--- config.mk ---
export PLATFORM = sky130hd
export DESIGN_NAME = ecc_top
export DESIGN_NICKNAME = d
export VERILOG_FILES = /design/src/rtl/ecc_pkg.sv /design/src/rtl/ecc_decoder.sv /design/src/rtl/ecc_filter.sv /design/src/rtl/ecc_top.sv
export SDC_FILE = /design/constraint.sdc
export NUM_CORES = 1
export LEC_CHECK = 0
export BUFFER_PORTS_ARGS = -buffer_cell sky130_fd_sc_hd__buf_2
export CAP_MARGIN = 40
export CORE_MARGIN = 1.5
export CORE_UTILIZATION = 67
export DETAILED_ROUTE_END_ITERATION = 10
export PLACE_DENSITY = 0.87
export SYNTH_ARGS = -nofsm -noshare
export SYNTH_HDL_FRONTEND = slang
export SYNTH_SLANG_ARGS = --single-unit
--- constraint.sdc ---
create_clock -name I_CLK -period 26.8 [get_ports I_CLK]
set_clock_uncertainty 0.2 [all_clocks]
set_input_delay 4.02 -clock I_CLK [delete_from_list [all_inputs] [get_ports I_CLK]]
set_output_delay 4.02 -clock I_CLK [all_outputs]
set_load 0.02 [all_outputs]
--- src/rtl/ecc_pkg.sv ---
// Package: register map, field layout, reset values and timing for the encoder counter
package ecc_pkg;

   localparam int unsigned CLK_HZ          = 40_000_000;

   // Register byte offsets
   localparam logic [7:0]  ADDR_CTRL       = 8'h00;
   localparam logic [7:0]  ADDR_FILT       = 8'h04;
   localparam logic [7:0]  ADDR_COUNT      = 8'h08;
   localparam logic [7:0]  ADDR_CMP        = 8'h0C;
   localparam logic [7:0]  ADDR_TRIG_W     = 8'h10;
   localparam logic [7:0]  ADDR_HOME       = 8'h14;
   localparam logic [7:0]  ADDR_STAT       = 8'h18;
   localparam logic [7:0]  ADDR_MASK       = 8'h1C;
   localparam logic [7:0]  ADDR_INPUTS     = 8'h20;

   // Control field positions
   localparam int unsigned CTRL_MODE_LSB   = 0;
   localparam int unsigned CTRL_RATE_LSB   = 2;
   localparam int unsigned CTRL_POL_LSB    = 4;
   localparam int unsigned CTRL_HMODE_LSB  = 8;
   localparam int unsigned CTRL_CLR_BIT    = 12;
   localparam int unsigned CTRL_ARM_BIT    = 13;

   localparam logic [31:0] CTRL_RST        = 32'h0000_0000;
   localparam logic [2:0]  FILT_RST        = 3'h1;
   localparam logic [31:0] TRIG_W_RST      = 32'h0000_0028;
   localparam logic [15:0] HOME_CNT_RST    = 16'h0001;

   // Status bits
   localparam int unsigned ST_MATCH        = 0;
   localparam int unsigned ST_HOMED        = 1;
   localparam int unsigned ST_NBITS        = 2;

   // Filter sampling: 512K,1M,2M,4M,8M,16M in kHz
   localparam int unsigned FILT_NSEL       = 6;
   localparam int unsigned FILT_KHZ [FILT_NSEL] = '{512, 1000, 2000, 4000, 8000, 16000};

   // Minimum pulse accepted at default setting
   localparam int unsigned MIN_PULSE_NS    = 1000;

   typedef enum logic [1:0] {ECC_QUAD, ECC_DUAL, ECC_SINGLE} ecc_mode_t;
   typedef enum logic [1:0] {ECC_X1, ECC_X2, ECC_X4} ecc_rate_t;
   typedef enum logic [1:0] {ECC_HOME_OFF, ECC_HOME_SW, ECC_HOME_IDX} ecc_hmode_t;

endpackage : ecc_pkg

--- src/rtl/ecc_decoder.sv ---
// Count decoder: quadrature x1/x2/x4, dual pulse and single pulse
`timescale 1ns/1ps
module ecc_decoder
   import ecc_pkg::*;
(
   input  wire logic      I_CLK,
   input  wire logic      I_RST_B,
   input  wire logic      i_a,
   input  wire logic      i_b,
   input  wire ecc_mode_t i_mode,
   input  wire ecc_rate_t i_rate,
   output logic           o_up,
   output logic           o_dn
);

   typedef struct packed {
      logic a;
      logic b;
   } ecc_dec_st_t;

   ecc_dec_st_t st_r;
   ecc_dec_st_t st_nxt;
   logic        a_ed;
   logic        b_ed;
   logic        a_rise;
   logic        fwd;

   assign a_ed   = i_a ^ st_r.a;
   assign b_ed   = i_b ^ st_r.b;
   assign a_rise = i_a & ~st_r.a;
   // A leading B: after an A edge, A differs from B
   assign fwd    = a_ed ? (i_a != i_b) : (i_a == i_b);

   always_comb
   begin
      st_nxt.a = i_a;
      st_nxt.b = i_b;
      o_up     = 1'b0;
      o_dn     = 1'b0;
      unique case (i_mode)
         ECC_QUAD:
         begin
            if (a_ed ^ b_ed)
            begin
               unique case (i_rate)
                  ECC_X4:
                  begin
                     o_up = fwd;
                     o_dn = ~fwd;
                  end
                  ECC_X2:
                  begin
                     o_up = a_ed & fwd;
                     o_dn = a_ed & ~fwd;
                  end
                  default:
                  begin
                     // One step per cycle, at A rise with B low going up
                     o_up = a_rise & ~i_b;
                     o_dn = a_ed & ~i_a & ~i_b;
                  end
               endcase
            end
         end
         ECC_DUAL:
         begin
            o_up = a_rise & ~(i_b & ~st_r.b);
            o_dn = (i_b & ~st_r.b) & ~a_rise;
         end
         default:
         begin
            o_up = a_rise & i_b;
            o_dn = a_rise & ~i_b;
         end
      endcase
   end

   always_ff @(posedge I_CLK)
   begin
      if (!I_RST_B)
         st_r <= '0;
      else
         st_r <= st_nxt;
   end

endmodule : ecc_decoder

--- src/rtl/ecc_filter.sv ---
// Debounce filter: sync, sample at selected rate, accept stable two-sample level
`timescale 1ns/1ps
module ecc_filter
   import ecc_pkg::*;
#(
   parameter int unsigned NIN = 4
)(
   input  wire logic           I_CLK,
   input  wire logic           I_RST_B,
   input  wire logic [NIN-1:0] i_raw,
   input  wire logic [2:0]     i_sel,
   output logic      [NIN-1:0] o_clean
);

   function automatic logic [15:0] div_of(input logic [2:0] s);
      int unsigned k;
      k = (s < 3'(FILT_NSEL)) ? FILT_KHZ[s] : FILT_KHZ[1];
      return 16'((CLK_HZ / 1000 + k - 1) / k);
   endfunction : div_of

   typedef struct packed {
      logic [NIN-1:0] s1;
      logic [NIN-1:0] s2;
      logic [NIN-1:0] smp;
      logic [NIN-1:0] out;
      logic [15:0]    cnt;
   } ecc_flt_st_t;

   ecc_flt_st_t st_r;
   ecc_flt_st_t st_nxt;
   logic        tick;

   assign tick    = (st_r.cnt == 16'h0000);
   assign o_clean = st_r.out;

   always_comb
   begin
      st_nxt     = st_r;
      st_nxt.s1  = i_raw;
      st_nxt.s2  = st_r.s1;
      st_nxt.cnt = tick ? 16'(div_of(i_sel) - 16'h0001) : 16'(st_r.cnt - 16'h0001);
      if (tick)
      begin
         // Level must hold two consecutive samples; shorter pulses vanish
         st_nxt.smp = st_r.s2;
         for (int i = 0; i < NIN; i++)
         begin
            if (st_r.s2[i] == st_r.smp[i])
               st_nxt.out[i] = st_r.smp[i];
         end
      end
   end

   always_ff @(posedge I_CLK)
   begin
      if (!I_RST_B)
         st_r <= '0;
      else
         st_r <= st_nxt;
   end

endmodule : ecc_filter

--- src/rtl/ecc_top.sv ---
// Encoder counter channel with AHB-Lite register slave, homing and compare trigger
//
// The AHB-Lite slave port and the placing of the registers were left to the implementer.
`timescale 1ns/1ps

// Summary of operation
// - Quadrature counts up when A leads B
// - Quadrature steps follow x4, x2, x1
// - Dual pulse: CW pulse adds one
// - Dual pulse: CCW pulse subtracts one
// - Single pulse: clock adds one, direction make
// - Single pulse: clock subtracts one, direction break
// - Reset filter at 1M rejects sub-1us pulses
// - Filter rate selectable among six settings
// - Per-input polarity inversion before decoder
// - Home switch break, then clear at ABZ down
// - Index mode clears when Z counter hits zero
// - Compare match gives trigger of programmed width
module ecc_top
   import ecc_pkg::*;
#(
   parameter int unsigned CW = 32
)(
   input  wire logic        I_CLK,
   input  wire logic        I_RST_B,
   input  wire logic        HSEL,
   input  wire logic [31:0] HADDR,
   input  wire logic [1:0]  HTRANS,
   input  wire logic        HWRITE,
   input  wire logic [2:0]  HSIZE,
   input  wire logic [31:0] HWDATA,
   input  wire logic        HREADY,
   output logic      [31:0] HRDATA,
   output logic             HREADYOUT,
   output logic             HRESP,
   input  wire logic        I_PHASE_A,
   input  wire logic        I_PHASE_B,
   input  wire logic        I_PHASE_Z,
   input  wire logic        I_HOME_SW,
   output logic             O_TRIG,
   output logic             O_IRQ
);

   typedef struct packed {
      logic            wr_pend;
      logic            rd_pend;
      logic [7:0]      addr;
      logic [31:0]     rdata;
      logic [31:0]     ctrl;
      logic [2:0]      filt;
      logic [CW-1:0]   count;
      logic [CW-1:0]   cmp;
      logic [31:0]     trig_w;
      logic [15:0]     home_cnt;
      logic [15:0]     z_left;
      logic            home_armed;
      logic            clr_pend;
      logic            z_prev;
      logic            home_prev;
      logic            cmp_hit;
      logic [31:0]     trig_cnt;
      logic            trig;
      logic [ST_NBITS-1:0] stat;
      logic [ST_NBITS-1:0] mask;
   } ecc_st_t;

   ecc_st_t    st_r;
   ecc_st_t    st_nxt;
   logic [3:0] raw;
   logic [3:0] clean;
   logic [3:0] pol;
   logic [3:0] lvl;
   logic       step_up;
   logic       step_dn;
   logic       z_rise;
   logic       home_brk;
   logic       abz_all;
   logic       match;
   logic [ST_NBITS-1:0] ev;
   ecc_mode_t  mode;
   ecc_rate_t  rate;
   ecc_hmode_t hmode;
   logic       acc;
   logic [31:0] rd_word;

   assign raw   = {I_HOME_SW, I_PHASE_Z, I_PHASE_B, I_PHASE_A};
   assign pol   = st_r.ctrl[CTRL_POL_LSB +: 4];
   assign mode  = ecc_mode_t'(st_r.ctrl[CTRL_MODE_LSB +: 2]);
   assign rate  = ecc_rate_t'(st_r.ctrl[CTRL_RATE_LSB +: 2]);
   assign hmode = ecc_hmode_t'(st_r.ctrl[CTRL_HMODE_LSB +: 2]);

   // Pins are synchronised inside the filter before anything reads them
   ecc_filter #(
      .NIN     (4)
   ) u_filter (
      .I_CLK   (I_CLK),
      .I_RST_B (I_RST_B),
      .i_raw   (raw),
      .i_sel   (st_r.filt),
      .o_clean (clean)
   );

   // Inverting one phase swaps apparent lead and lag
   assign lvl = clean ^ pol;

   ecc_decoder u_decoder (
      .I_CLK   (I_CLK),
      .I_RST_B (I_RST_B),
      .i_a     (lvl[0]),
      .i_b     (lvl[1]),
      .i_mode  (mode),
      .i_rate  (rate),
      .o_up    (step_up),
      .o_dn    (step_dn)
   );

   assign z_rise   = lvl[2] & ~st_r.z_prev;
   assign home_brk = ~lvl[3] & st_r.home_prev;
   assign abz_all  = lvl[0] & lvl[1] & lvl[2];
   assign match    = (st_r.count == st_r.cmp);
   assign acc      = HSEL & HREADY & HTRANS[1];

   assign HREADYOUT = 1'b1;
   assign HRESP     = 1'b0;
   assign HRDATA    = st_r.rdata;
   assign O_TRIG    = st_r.trig;
   assign O_IRQ     = |(st_r.stat & st_r.mask);

   // Read word picked in the address phase, values as of that edge
   always_comb
   begin
      unique case (HADDR[7:0])
         ADDR_CTRL:
         begin
            rd_word = st_r.ctrl;
         end
         ADDR_FILT:
         begin
            rd_word = {29'h0, st_r.filt};
         end
         ADDR_COUNT:
         begin
            rd_word = 32'(st_r.count);
         end
         ADDR_CMP:
         begin
            rd_word = 32'(st_r.cmp);
         end
         ADDR_TRIG_W:
         begin
            rd_word = st_r.trig_w;
         end
         ADDR_HOME:
         begin
            rd_word = {st_r.z_left, st_r.home_cnt};
         end
         ADDR_STAT:
         begin
            rd_word = 32'(st_r.stat);
         end
         ADDR_MASK:
         begin
            rd_word = 32'(st_r.mask);
         end
         ADDR_INPUTS:
         begin
            // Levels after polarity, so software sees what the decoder sees
            rd_word = {27'h0, st_r.trig, lvl};
         end
         default:
         begin
            // Unmapped offsets read as zero
            rd_word = 32'h0000_0000;
         end
      endcase
   end

   always_comb
   begin
      st_nxt           = st_r;
      ev               = '0;
      st_nxt.z_prev    = lvl[2];
      st_nxt.home_prev = lvl[3];
      st_nxt.clr_pend  = 1'b0;
      st_nxt.ctrl[CTRL_CLR_BIT] = 1'b0;
      st_nxt.ctrl[CTRL_ARM_BIT] = 1'b0;

      // Counting; a pending clear takes priority over the step
      // A step landing in the clear cycle is lost
      if (st_r.clr_pend || st_r.ctrl[CTRL_CLR_BIT])
      begin
         st_nxt.count = '0;
      end
      else if (step_up)
      begin
         st_nxt.count = CW'(st_r.count + CW'(1));
      end
      else if (step_dn)
      begin
         st_nxt.count = CW'(st_r.count - CW'(1));
      end

      unique case (hmode)
         ECC_HOME_SW:
         begin
            // Arm on break; only the next all-make down step clears
            if (home_brk)
            begin
               st_nxt.home_armed = 1'b1;
            end
            if (st_r.home_armed && abz_all && step_dn)
            begin
               st_nxt.clr_pend   = 1'b1;
               st_nxt.home_armed = 1'b0;
               ev[ST_HOMED]      = 1'b1;
            end
         end
         ECC_HOME_IDX:
         begin
            // Each Z rise spends one; stops at zero until reloaded
            if (z_rise && st_r.z_left != 16'h0000)
            begin
               st_nxt.z_left = 16'(st_r.z_left - 16'h0001);
               if (st_r.z_left == 16'h0001)
               begin
                  st_nxt.clr_pend = 1'b1;
                  ev[ST_HOMED]    = 1'b1;
               end
            end
         end
         default:
         begin
            st_nxt.home_armed = 1'b0;
         end
      endcase

      // Rising match only, so a stationary axis fires once
      st_nxt.cmp_hit = match;
      if (st_r.trig_cnt != 32'h0)
      begin
         st_nxt.trig_cnt = 32'(st_r.trig_cnt - 32'h1);
      end
      if (match && !st_r.cmp_hit && st_r.trig_w != 32'h0)
      begin
         st_nxt.trig_cnt = st_r.trig_w;
         ev[ST_MATCH]    = 1'b1;
      end
      st_nxt.trig = (st_nxt.trig_cnt != 32'h0);

      // Bus data phase
      st_nxt.rd_pend = 1'b0;
      st_nxt.wr_pend = 1'b0;
      if (st_r.wr_pend)
      begin
         unique case (st_r.addr)
            ADDR_CTRL:
            begin
               st_nxt.ctrl = HWDATA;
            end
            ADDR_FILT:
            begin
               st_nxt.filt = HWDATA[2:0];
            end
            ADDR_COUNT:
            begin
               // A bus write beats a step in the same cycle
               st_nxt.count = HWDATA[CW-1:0];
            end
            ADDR_CMP:
            begin
               st_nxt.cmp = HWDATA[CW-1:0];
            end
            ADDR_TRIG_W:
            begin
               st_nxt.trig_w = HWDATA;
            end
            ADDR_HOME:
            begin
               st_nxt.home_cnt = HWDATA[15:0];
            end
            ADDR_STAT:
            begin
               st_nxt.stat = st_r.stat & ~HWDATA[ST_NBITS-1:0];
            end
            ADDR_MASK:
            begin
               st_nxt.mask = HWDATA[ST_NBITS-1:0];
            end
            ADDR_INPUTS:
            begin
               // Read only; the write is dropped
               st_nxt.rdata = st_r.rdata;
            end
            default:
            begin
               st_nxt.rdata = st_r.rdata;
            end
         endcase
         if (st_r.addr == ADDR_CTRL && HWDATA[CTRL_ARM_BIT])
         begin
            st_nxt.z_left = st_nxt.home_cnt;
         end
      end
      // Writing the reload count also restarts the index countdown
      if (st_r.addr == ADDR_HOME && st_r.wr_pend)
      begin
         st_nxt.z_left = HWDATA[15:0];
      end

      // Events win over a write-one clear
      st_nxt.stat = st_nxt.stat | ev;

      if (acc)
      begin
         st_nxt.addr    = HADDR[7:0];
         st_nxt.wr_pend = HWRITE;
         st_nxt.rd_pend = ~HWRITE;
         // Registered so HRDATA stands through the data phase
         st_nxt.rdata   = rd_word;
      end
   end

   always_ff @(posedge I_CLK)
   begin
      if (!I_RST_B)
      begin
         st_r          <= '0;
         st_r.ctrl     <= CTRL_RST;
         st_r.filt     <= FILT_RST;
         st_r.trig_w   <= TRIG_W_RST;
         st_r.home_cnt <= HOME_CNT_RST;
         st_r.z_left   <= HOME_CNT_RST;
         st_r.cmp      <= {CW{1'b1}};
      end
      else
         st_r <= st_nxt;
   end

endmodule : ecc_top
== Word level (Yosys, flattened, before mapping) ==
Memories as Yosys holds them, arrays and structs flattened.
Cells that the tools add are included.
Storage, ports and cells
  bits in registers: 280
  latch bits: 0
  bits in writable memories: 0
  ROM bits: 256
  memories kept: 1
Cells by class
  add/sub/neg operators: 8
  multipliers: 0
  div/mod/pow operators: 1
  order comparisons: 2
  eq/ne operators: 29
  shifts and indexed selects: 0
  multiplexer cells: 39
  bitwise operators: 35
  reductions and logical operators: 30
Memories
  (name not given): words 8, bits a word 32, rd ports 1, clocked after memory_dff 0, wr ports 0, RTL line ecc_filter.sv:17  | k = (s < 3'(FILT_NSEL)) ? FILT_KHZ[s] : FILT_KHZ[1];
Operator list (number)
  32-bit 2-to-1 mux: 12
  32-bit case mux with 9 select lines: 1
  128-bit 2-to-1 mux: 1
  16-bit 2-to-1 mux: 6
  32-bit nonzero test: 3
  32-bit by 1-bit subtractor with 32-bit output (second input constant): 3
  8-bit by 5-bit == test with 1-bit output (second input constant): 8
  16-bit by 1-bit subtractor with 16-bit output (second input constant): 3
  16-bit by 32-bit adder with 32-bit output (first input constant): 1
  32-bit by 1-bit adder with 32-bit output (second input constant): 1
  32-bit by 32-bit divider with 32-bit output: 1
  32-bit == test: 1
  8-bit by 4-bit == test with 1-bit output (second input constant): 4
  2-bit AND reduction: 11
  1-bit AND: 16
  16-bit by 1-bit == test with 1-bit output (second input constant): 1
  8-bit by 3-bit == test with 1-bit output (second input constant): 2
  16-bit logical NOT: 1
  8-bit logical NOT: 2
  16-bit nonzero test: 1
  1-bit case mux with 2 select lines: 7
  1-bit inverter: 10
  8-bit by 6-bit == test with 1-bit output (second input constant): 1
  1-bit 2-to-1 mux: 8
  21 further kinds: 39

== Logic depth before layout (Yosys ltp) ==
Gate-level depths: netlist (run 1).
  word-level depth: 14
  depth in mapped cells: 102
  mapped depth without buffers: 95

== By module ==
Synthesis (run 1) repeated with hierarchy kept, for this count alone.
Unflattened totals
  cell total of the unflattened synthesis: 2639
  area total of the unflattened synthesis: 19976.7 um2
By module, submodules not included
  ecc_top: times used 1, cells an instance 1659, area each 12888.6 um2, sequential area each 4924.7 um2
  ecc_filter: times used 1, cells an instance 944, area each 6797.8 um2, sequential area each 640.6 um2
  ecc_decoder: times used 1, cells an instance 36, area each 290.3 um2, sequential area each 40.0 um2

== Least setup slack after synthesis (run 1) ==
No wires, ideal clock.
  path kind: flip-flop to flip-flop
  from: register st_r[171] (netlist bit)
  to: register u_filter.st_r[12] (netlist bit)
  library setup time: 128 ps
  arrival: 17871 ps
  data required time: 26472 ps
  slack: 8601 ps
  cell stages (with the launch flop): 102
  buffers on the path: 8
  clock period less this slack: 18199 ps
  cell sequence: dfxtp_1 ha_1 buf_2 or3b_2 clkbuf_1 ha_1 nor2b_1 or3_4 a21o_1 ha_1 o21ai_0 nand2_1 nand2_1 a211oi_2 nor2_1 nand2_1 a21boi_0 inv_1 (+66 left out) nor2_4 mux2_2 ha_1 a21o_1 a21oi_1 nor2b_1 o21ai_0 o2111ai_1 nor3_2 o41ai_1 o22ai_1 ha_1 and4b_1 nand3b_1 or4_1 nor2_1 xnor2_1 nor2_1
Between the ends
  cells in the longest elaborated chain, start to end: 10
  elaborated cells on any way between the ends: 11
  those cells by class: 3 x add/sub; 1 x div; 1 x order compare; 4 x mux; 1 x bitwise; 1 x memory
Ends and longest elaborated chain
  start, declared: RTL line ecc_top.sv:67  | ecc_st_t st_r;
  start signal, assigned: RTL line ecc_top.sv:336  | st_r <= st_nxt;
  3-bit inverter with 4-bit output (implied by the code): RTL line ecc_filter.sv:17
  memory 8 x 32 bit
  32-bit 2-to-1 mux (implied by the code) (2 in series): RTL line ecc_filter.sv:17
  32-bit 2-to-1 mux (*): RTL line ecc_filter.sv:17
  16-bit by 32-bit adder with 32-bit output: RTL line ecc_filter.sv:18  | return 16'((CLK_HZ / 1000 + k - 1) / k);
  32-bit by 1-bit subtractor with 32-bit output: RTL line ecc_filter.sv:18
  32-bit by 32-bit divider with 32-bit output (*): RTL line ecc_filter.sv:18
  16-bit by 1-bit subtractor with 16-bit output (*): RTL line ecc_filter.sv:41  | st_nxt.cnt = tick ? 16'(div_of(i_sel) - 16'h0001) : 16'(st_r.cnt - 16'h0001);
  16-bit 2-to-1 mux (*): RTL line ecc_filter.sv:41
  end signal, assigned: RTL line ecc_filter.sv:59  | st_r <= st_nxt;
  end, declared: RTL line ecc_filter.sv:29  | ecc_flt_st_t st_r;
Mark *: on every way between the ends. The rest lies on a longest branch, timed or not. The select of a mux whose other input is x is not followed.
A chain may end at the register's enable or synchronous reset.

== Worst setup path after layout (run 1) ==
  from: register st_r[171] (netlist bit)
  to: register u_filter.st_r[14] (netlist bit)
The elaborated chain is that of the path after synthesis.

==> flow_summary.json, run 1 <==
{
  "muxShareOfSynthArea_pct": 3.486,
  "start_kind": "flip-flop",
  "worstPathRequired_ps": 27030,
  "synth_cells": 2581,
  "async_flop_share_pct": 0,
  "grt_usage_pct": 39.34,
  "max_stage_delay_ps": 780,
  "via_per_inst": 6.683,
  "power_density_nw_per_um2": 62.25,
  "reg2regPathDepth": 92,
  "crit_path_top_delay_cell": "ha_1",
  "synth-simple-area-share_pct": 26.96,
  "ant_nets": 0,
  "core_um2": 27930,
  "io_pins": 114,
  "mappedNetlistNets": 2738,
  "hold_depth": 1,
  "yosysWarnings": 0,
  "synth_xor_area_share_pct": 7.136,
  "worstSetupPathType": "reg -> reg",
  "power_switching_uw": 434.1,
  "power_frac_seq_pct": 37.5,
  "seq_area_frac_synth_pct": 29.30,
  "preCtsSetupSlack_ps": 4968,
  "syn_avg_cell_area_um2": 7.411,
  "grt_max_degree": 74,
  "cp.arrival_ps": 22620,
  "drt-initial-drc-count": 2219,
  "vias": 19620,
  "cts_hold_buf": 0,
  "cts_resized": 0,
  "hold_class": "reg -> reg",
  "synth_fa_ha_area_share_pct": 5.167,
  "place_area_um2": 19470,
  "pwr-share-clk_pct": 31.5,
  "route.detailed.drc": 0,
  "total_leakage_power_nw": 8.305,
  "clk_pin_slew_ps": 60,
  "cts_root_buf": "clkbuf_16",
  "clk_path_buf_depth": 3,
  "vdd_drop_max_v": 0.00005924,
  "synth-compound-area-share_pct": 22.48,
  "finalInstanceArea_um2": 20430,
  "power_frac_comb_pct": 31.0,
  "drive_gt1_share_pct": 9.894,
  "clock.fmax_mhz": 44.66,
  "die_h_um": 172.0,
  "hold_violations": 0,
  "fin_util_pct": 73.12,
  "syn_to_final_growth_pct": 6.783,
  "wirelength_mm": 59.30,
  "power_mw": 1.271,
  "grt_first_pass_wirelength_mm": 92.58,
  "intPower_uw": 837.4,
  "ys.flop_type": "dfxtp_1",
  "drv_slew": 0,
  "globalplace.congestion": 0.9609,
  "grt_antenna_before_repair": 0,
  "slew_headroom_pct": 31.62,
  "insertion_delay_ps": 560,
  "timing.final.ws_setup_ps": 4410,
  "layout_common_cells": "nand2_1 (405), dfxtp_1 (280), a21oi_1 (260)",
  "rsz0062_at_grt": "false",
  "io_buffers": 83,
  "cts_setup_buffers": 0,
  "synth-edff-count": 0,
  "synth_seq_cells": 280,
  "final_common_cell": "nand2_1",
  "p_sw_share_pct": 34.14,
  "drv_cap": 0,
  "numCtsBuffers": 29,
  "fin_crit_ps": 22390,
  "dp_hpwl_mm": 42.41,
  "synth_top_family_by_area": "simple AND/OR/NAND/NOR gates",
  "period_share_pct": 83.54,
  "fin_setup_tns_ps": 0,
  "fp.dieW_um": 172.0,
  "grt_pass1_vias": 18230,
  "drt_pass1_iterations": 7,
  "cp_max_fo": 27,
  "synth.cell_area_um2": 19130,
  "die_area_um2": 29570,
  "finalSetupViolCount": 0,
  "n_antenna_cell": 0,
  "yosysUniqueCellTypes": 98,
  "h-tree-depth": 1,
  "grt-ovfl-total": 0,
  "initial_core_util_pct": 68.48,
  "fin_nets": 2694,
  "status": "finished clean",
  "cp-end-kind": "flip-flop",
  "clock_sinks": 280,
  "wl_per_cell_um": 20.20,
  "tightest_slew_ps": 1013,
  "rows": 61,
  "cts_tree": "yes"
}
[layer usage]
metal	track usage, %	share of wire (%)	vias to the layer above
li1	-	-	9076
met1	46.51	37	9118
met2	67.22	48	1159
met3	5.768	9.3	262
met4	24.31	6.5	0
met5	0	0	-
[area by class of cell]
type / instances / area, um2
sequential: 280 / 5605
fill: 2211 / 7508
multi-input combinational: 2065 / 12530
tap: 378 / 473.0
clock buffer: 39 / 813.3
timing repair buffer: 112 / 693.2
inverter: 49 / 188.9
clock inverter: 12 / 122.6
[stage by stage]
| step | cells | hold WS, ps |
|---|---|---|
| after floorplan | 2581 | 211.9 |
| final | 2935 | 244.6 |
| after detailed placement | 2882 | 227.4 |
| after global placement | 2878 | 218.4 |
| after global routing | 2935 | 261.0 |
| after CTS | 2933 | 249.3 |
[worst paths after layout]
kind / from / end / slack, ps
setup / recovery: st_r[171]$_SDFFE_PN0P_ / u_filter.st_r[14]$_SDFF_PN0_ / 4410
hold / removal: u_filter.st_nxt[25]$_SDFF_PN0_ / u_filter.st_r[25]$_SDFF_PN0_ / 240
hold reg to reg: u_filter.st_nxt[25]$_SDFF_PN0_ / u_filter.st_r[25]$_SDFF_PN0_ / 240
setup reg to reg: st_r[171]$_SDFFE_PN0P_ / u_filter.st_r[14]$_SDFF_PN0_ / 4410
[kinds of logic (layout without fill, tap and decap cells)]
| logic type | count (synthesis) | in the layout |
|---|---|---|
| and+or+nand+nor | 1094 | 1094 |
| AOI/OAI and AO/OA | 673 | 673 |
| buffers and inverters | 236 | 212 |
| other | 2 | 2 |
| DFF | 280 | 280 |
| adders and majority gates | 79 | 79 |
| muxes | 62 | 62 |
| xor gates and xnor gates | 155 | 155 |
[cells in the mapped netlist (6+ instances only)]
library cell / n / area (um2)
xor2_1: 49 / 429.2
o31ai_1: 14 / 105.1
mux2i_1: 25 / 250.2
nand3_1: 95 / 475.5
and2_1: 23 / 143.9
mux2_2: 37 / 416.7
a211oi_1: 11 / 82.58
ha_1: 79 / 988.5
o21ai_0: 105 / 525.5
a21boi_0: 6 / 45.04
buf_4: 36 / 270.3
a31oi_1: 31 / 193.9
dfxtp_1: 280 / 5605
buf_2: 7 / 35.03
or4_1: 14 / 105.1
nor2_1: 251 / 942.2
o211a_1: 8 / 80.08
o211ai_1: 11 / 82.58
nand3b_1: 6 / 45.04
xnor2_1: 105 / 919.6
nor4_1: 34 / 212.7
and3_1: 20 / 125.1
or3_1: 36 / 225.2
or2_2: 9 / 56.30
nand4_1: 30 / 187.7
a21oi_1: 260 / 1301
a211o_1: 7 / 61.31
a22oi_1: 99 / 743.2
nand2b_1: 36 / 225.2
a221oi_1: 8 / 70.07
inv_1: 48 / 180.2
nor3_1: 72 / 360.4
o22ai_1: 9 / 56.30
nand2_1: 405 / 1520
clkbuf_1: 137 / 514.2
o21a_1: 10 / 75.07
nor2b_1: 23 / 143.9
a21o_1: 27 / 202.7
[power groups by stage]
stage	Sequential [mW]	Clock (mW)	Combinational, mW
3_3_place_gp	0.482	0	0.367
2_1_floorplan	0.477	0	0.301
3_5_place_dp	0.484	0	0.383
5_1_grt	0.480	0.415	0.436
6_report	0.477	0.400	0.395
4_1_cts	0.476	0.399	0.387
[state kept, by name (all words and copies together) (netlist names)]
register and cells:
HRDATA 32, u_decoder.st_r 2, u_filter.st_nxt 4, mode 2, u_filter.o_clean 4, u_filter.st_r 24, pol 4, rate 2
hmode 2, st_r 203, O_TRIG 1
[worst max-delay path, delay by kind of cell (launching register included)]
family                   cells  cell delay [ps]
AND/OR/NAND/NOR             37             7810
AO/OA/AOI/OAI               36             7510
adder cells (fa/ha/maj)      9             3410
multiplexers                 4             1120
buffers and inverters        4             1070
flip-flops                   1              710
XOR/XNOR                     2              390
Note: power is estimated with default switching activity, not from simulation.
==> run 2, diff against run 1 <==
Settings changed: CORE_UTILIZATION 67 to 62, PLACE_DENSITY 0.87 to 0.81.
Clock period 26.8 ns to 22.4 ns, I/O delays scaled along.
==> run 2 against run 1 <==
  * Die area up 7.9%
  * Wire length up 1.1%
  * Register-to-register slack worse by 2700 ps
  * Count of clock-buffer cells in the layout up 2
  * Worst setup slack worse by 2700 ps
  * Global-route usage down 2.4 points
  * Sequential cell count unchanged
  * Clock power up 26%
  * Largest cell class unchanged
  * Highest routed layer unchanged
==> flow_summary.json, run 2 (synthesis results as in run 1) <==
{
  "ant_nets": 0,
  "drt-initial-drc-count": 2088,
  "cts_hold_buf": 0,
  "numCtsBuffers": 29,
  "hold_class": "reg -> reg",
  "fin_nets": 2695,
  "syn_to_final_growth_pct": 7.503,
  "slew_headroom_pct": 32.11,
  "drv_slew": 0,
  "die_h_um": 178.6,
  "finalSetupViolCount": 0,
  "power_density_nw_per_um2": 74.99,
  "holdWs_ps": 238.4,
  "grt_usage_pct": 36.89,
  "max_stage_delay_ps": 670,
  "period_share_pct": 92.32,
  "grt-ovfl-total": 0,
  "largest_reg_flops": 203,
  "wl_per_cell_um": 20.29,
  "status": "finished clean",
  "die_area_um2": 31910,
  "critical-path-top-delay-family": "simple AND/OR/NAND/NOR gates",
  "drv_cap": 0,
  "path_common_cell": "ha_1",
  "io_buffers": 83,
  "grt_antenna_before_repair": 0,
  "cts_setup_buffers": 0,
  "clk_path_buf_depth": 3,
  "cts_tree": "yes",
  "start_kind": "flip-flop",
  "via_per_inst": 6.608,
  "globalplace.congestion": 0.9666,
  "clk_pin_slew_ps": 60,
  "vdd_drop_max_v": 0.00006907,
  "timing.final.ws_setup_ps": 1721,
  "cts_root_buf": "clkbuf_16",
  "fin_setup_tns_ps": 0,
  "preCtsSetupSlack_ps": 1053,
  "n_fill_cell": 2582,
  "rows": 64,
  "h-tree-depth": 1,
  "dp_hpwl_mm": 42.72,
  "path_buf_inv": 2,
  "insertion_delay_ps": 560,
  "grt_pass1_vias": 18520,
  "initial_core_util_pct": 62.70,
  "vias": 19530,
  "clock.fmax_mhz": 48.36,
  "route.detailed.drc": 0,
  "wirelength_mm": 59.97,
  "rsz0062_at_grt": "false",
  "n_antenna_cell": 0,
  "drive_gt1_share_pct": 10.20,
  "io_pins": 114,
  "worstSetupPathType": "reg -> reg",
  "fp.dieW_um": 178.6,
  "crit_path_top_delay_cell": "or3b_2",
  "tightest_slew_ps": 1017,
  "hold_violations": 0,
  "drt_pass1_iterations": 6,
  "fin_crit_ps": 20680,
  "total_leakage_power_nw": 8.353,
  "top_register": "st_r",
  "grt_first_pass_wirelength_mm": 94.56,
  "core_um2": 30510,
  "cp.arrival_ps": 20930,
  "clock_sinks": 280,
  "cp_max_fo": 27,
  "final_common_cell": "nand2_1",
  "grt_max_degree": 111,
  "worstPathRequired_ps": 22650,
  "layout_common_cells": "nand2_1 (404), dfxtp_1 (279), a21oi_1 (260)",
  "cp-end-kind": "flip-flop"
}
==> run 2: worst paths after layout <==
path | startpoint | depth (start not counted) | endpoint | slack, ps
setup / recovery | st_r[172]$_SDFFE_PN0P_ | 89 | u_filter.st_r[14]$_SDFF_PN0_ | 1720
hold reg to reg | u_filter.st_nxt[26]$_SDFF_PN0_ | 1 | u_filter.st_r[26]$_SDFF_PN0_ | 240
hold / removal | u_filter.st_nxt[26]$_SDFF_PN0_ | 1 | u_filter.st_r[26]$_SDFF_PN0_ | 240
setup reg to reg | st_r[172]$_SDFFE_PN0P_ | 89 | u_filter.st_r[14]$_SDFF_PN0_ | 1720
==> run 2: area by class of cell <==
type | instances | area (um2) | area share, %
clock inverter | 12 | 141.4 | 0.6876
inverter | 49 | 188.9 | 0.9188
sequential | 280 | 5607 | 27.26
multi-input combinational | 2065 | 12550 | 61.05
timing repair buffer | 113 | 725.7 | 3.529
tap | 396 | 495.5 | 2.409
clock buffer | 41 | 850.8 | 4.138
==> run 2: report_power, final <==
| group | internal, mW | total, mW | switching, mW | leakage, nW |
|---|---|---|---|---|
| sequential | 0.537 | 0.570 | 0.0335 | 2.27 |
| clock | 0.298 | 0.503 | 0.205 | 0.494 |
| combinational | 0.188 | 0.469 | 0.280 | 5.59 |
| total | 1.02 | 1.54 | 0.519 | 8.35 |
==> run 2: routing by layer <==
layer  wire, um  GRT usage, %  part of all wire, %  vias up
li1           -             -                    -     9112
met4       3983         22.85                  6.6        0
met1      23110         44.07                   39     9133
met2      28180         62.50                   47     1025
met5          0             0                    0        -
met3       4699         5.072                  7.8      263
==> run 2: repair_timing <==
action                                  4_1_cts  5_1_grt
endpoints found under the setup margin        0       15
endpoints found under the hold margin         0        0
gates resized for setup                       0        6
==> run 2: through the flow <==
stage / cell area, um2 / utilization [%] / std cells / power [mW]
floorplan: 19130 / - / 2581 / 0.9305
global route: 20560 / 67.40 / 2956 / 1.621
detailed placement: 19540 / 64.04 / 2901 / 1.035
global placement: 19410 / 63.63 / 2896 / 1.016
finish: 20560 / 67.40 / 2956 / 1.542
CTS: 20530 / 67.29 / 2954 / 1.533
==> run 2: worst reg2reg max path, delay by kind of cell, from the launching register on <==
family | cells | cell delay (ps)
mux | 5 | 1640
simple gates | 38 | 8300
fa+ha+maj | 10 | 3200
compound gates | 33 | 6080
xor+xnor | 1 | 140
flops | 1 | 540
buf+inv | 2 | 520
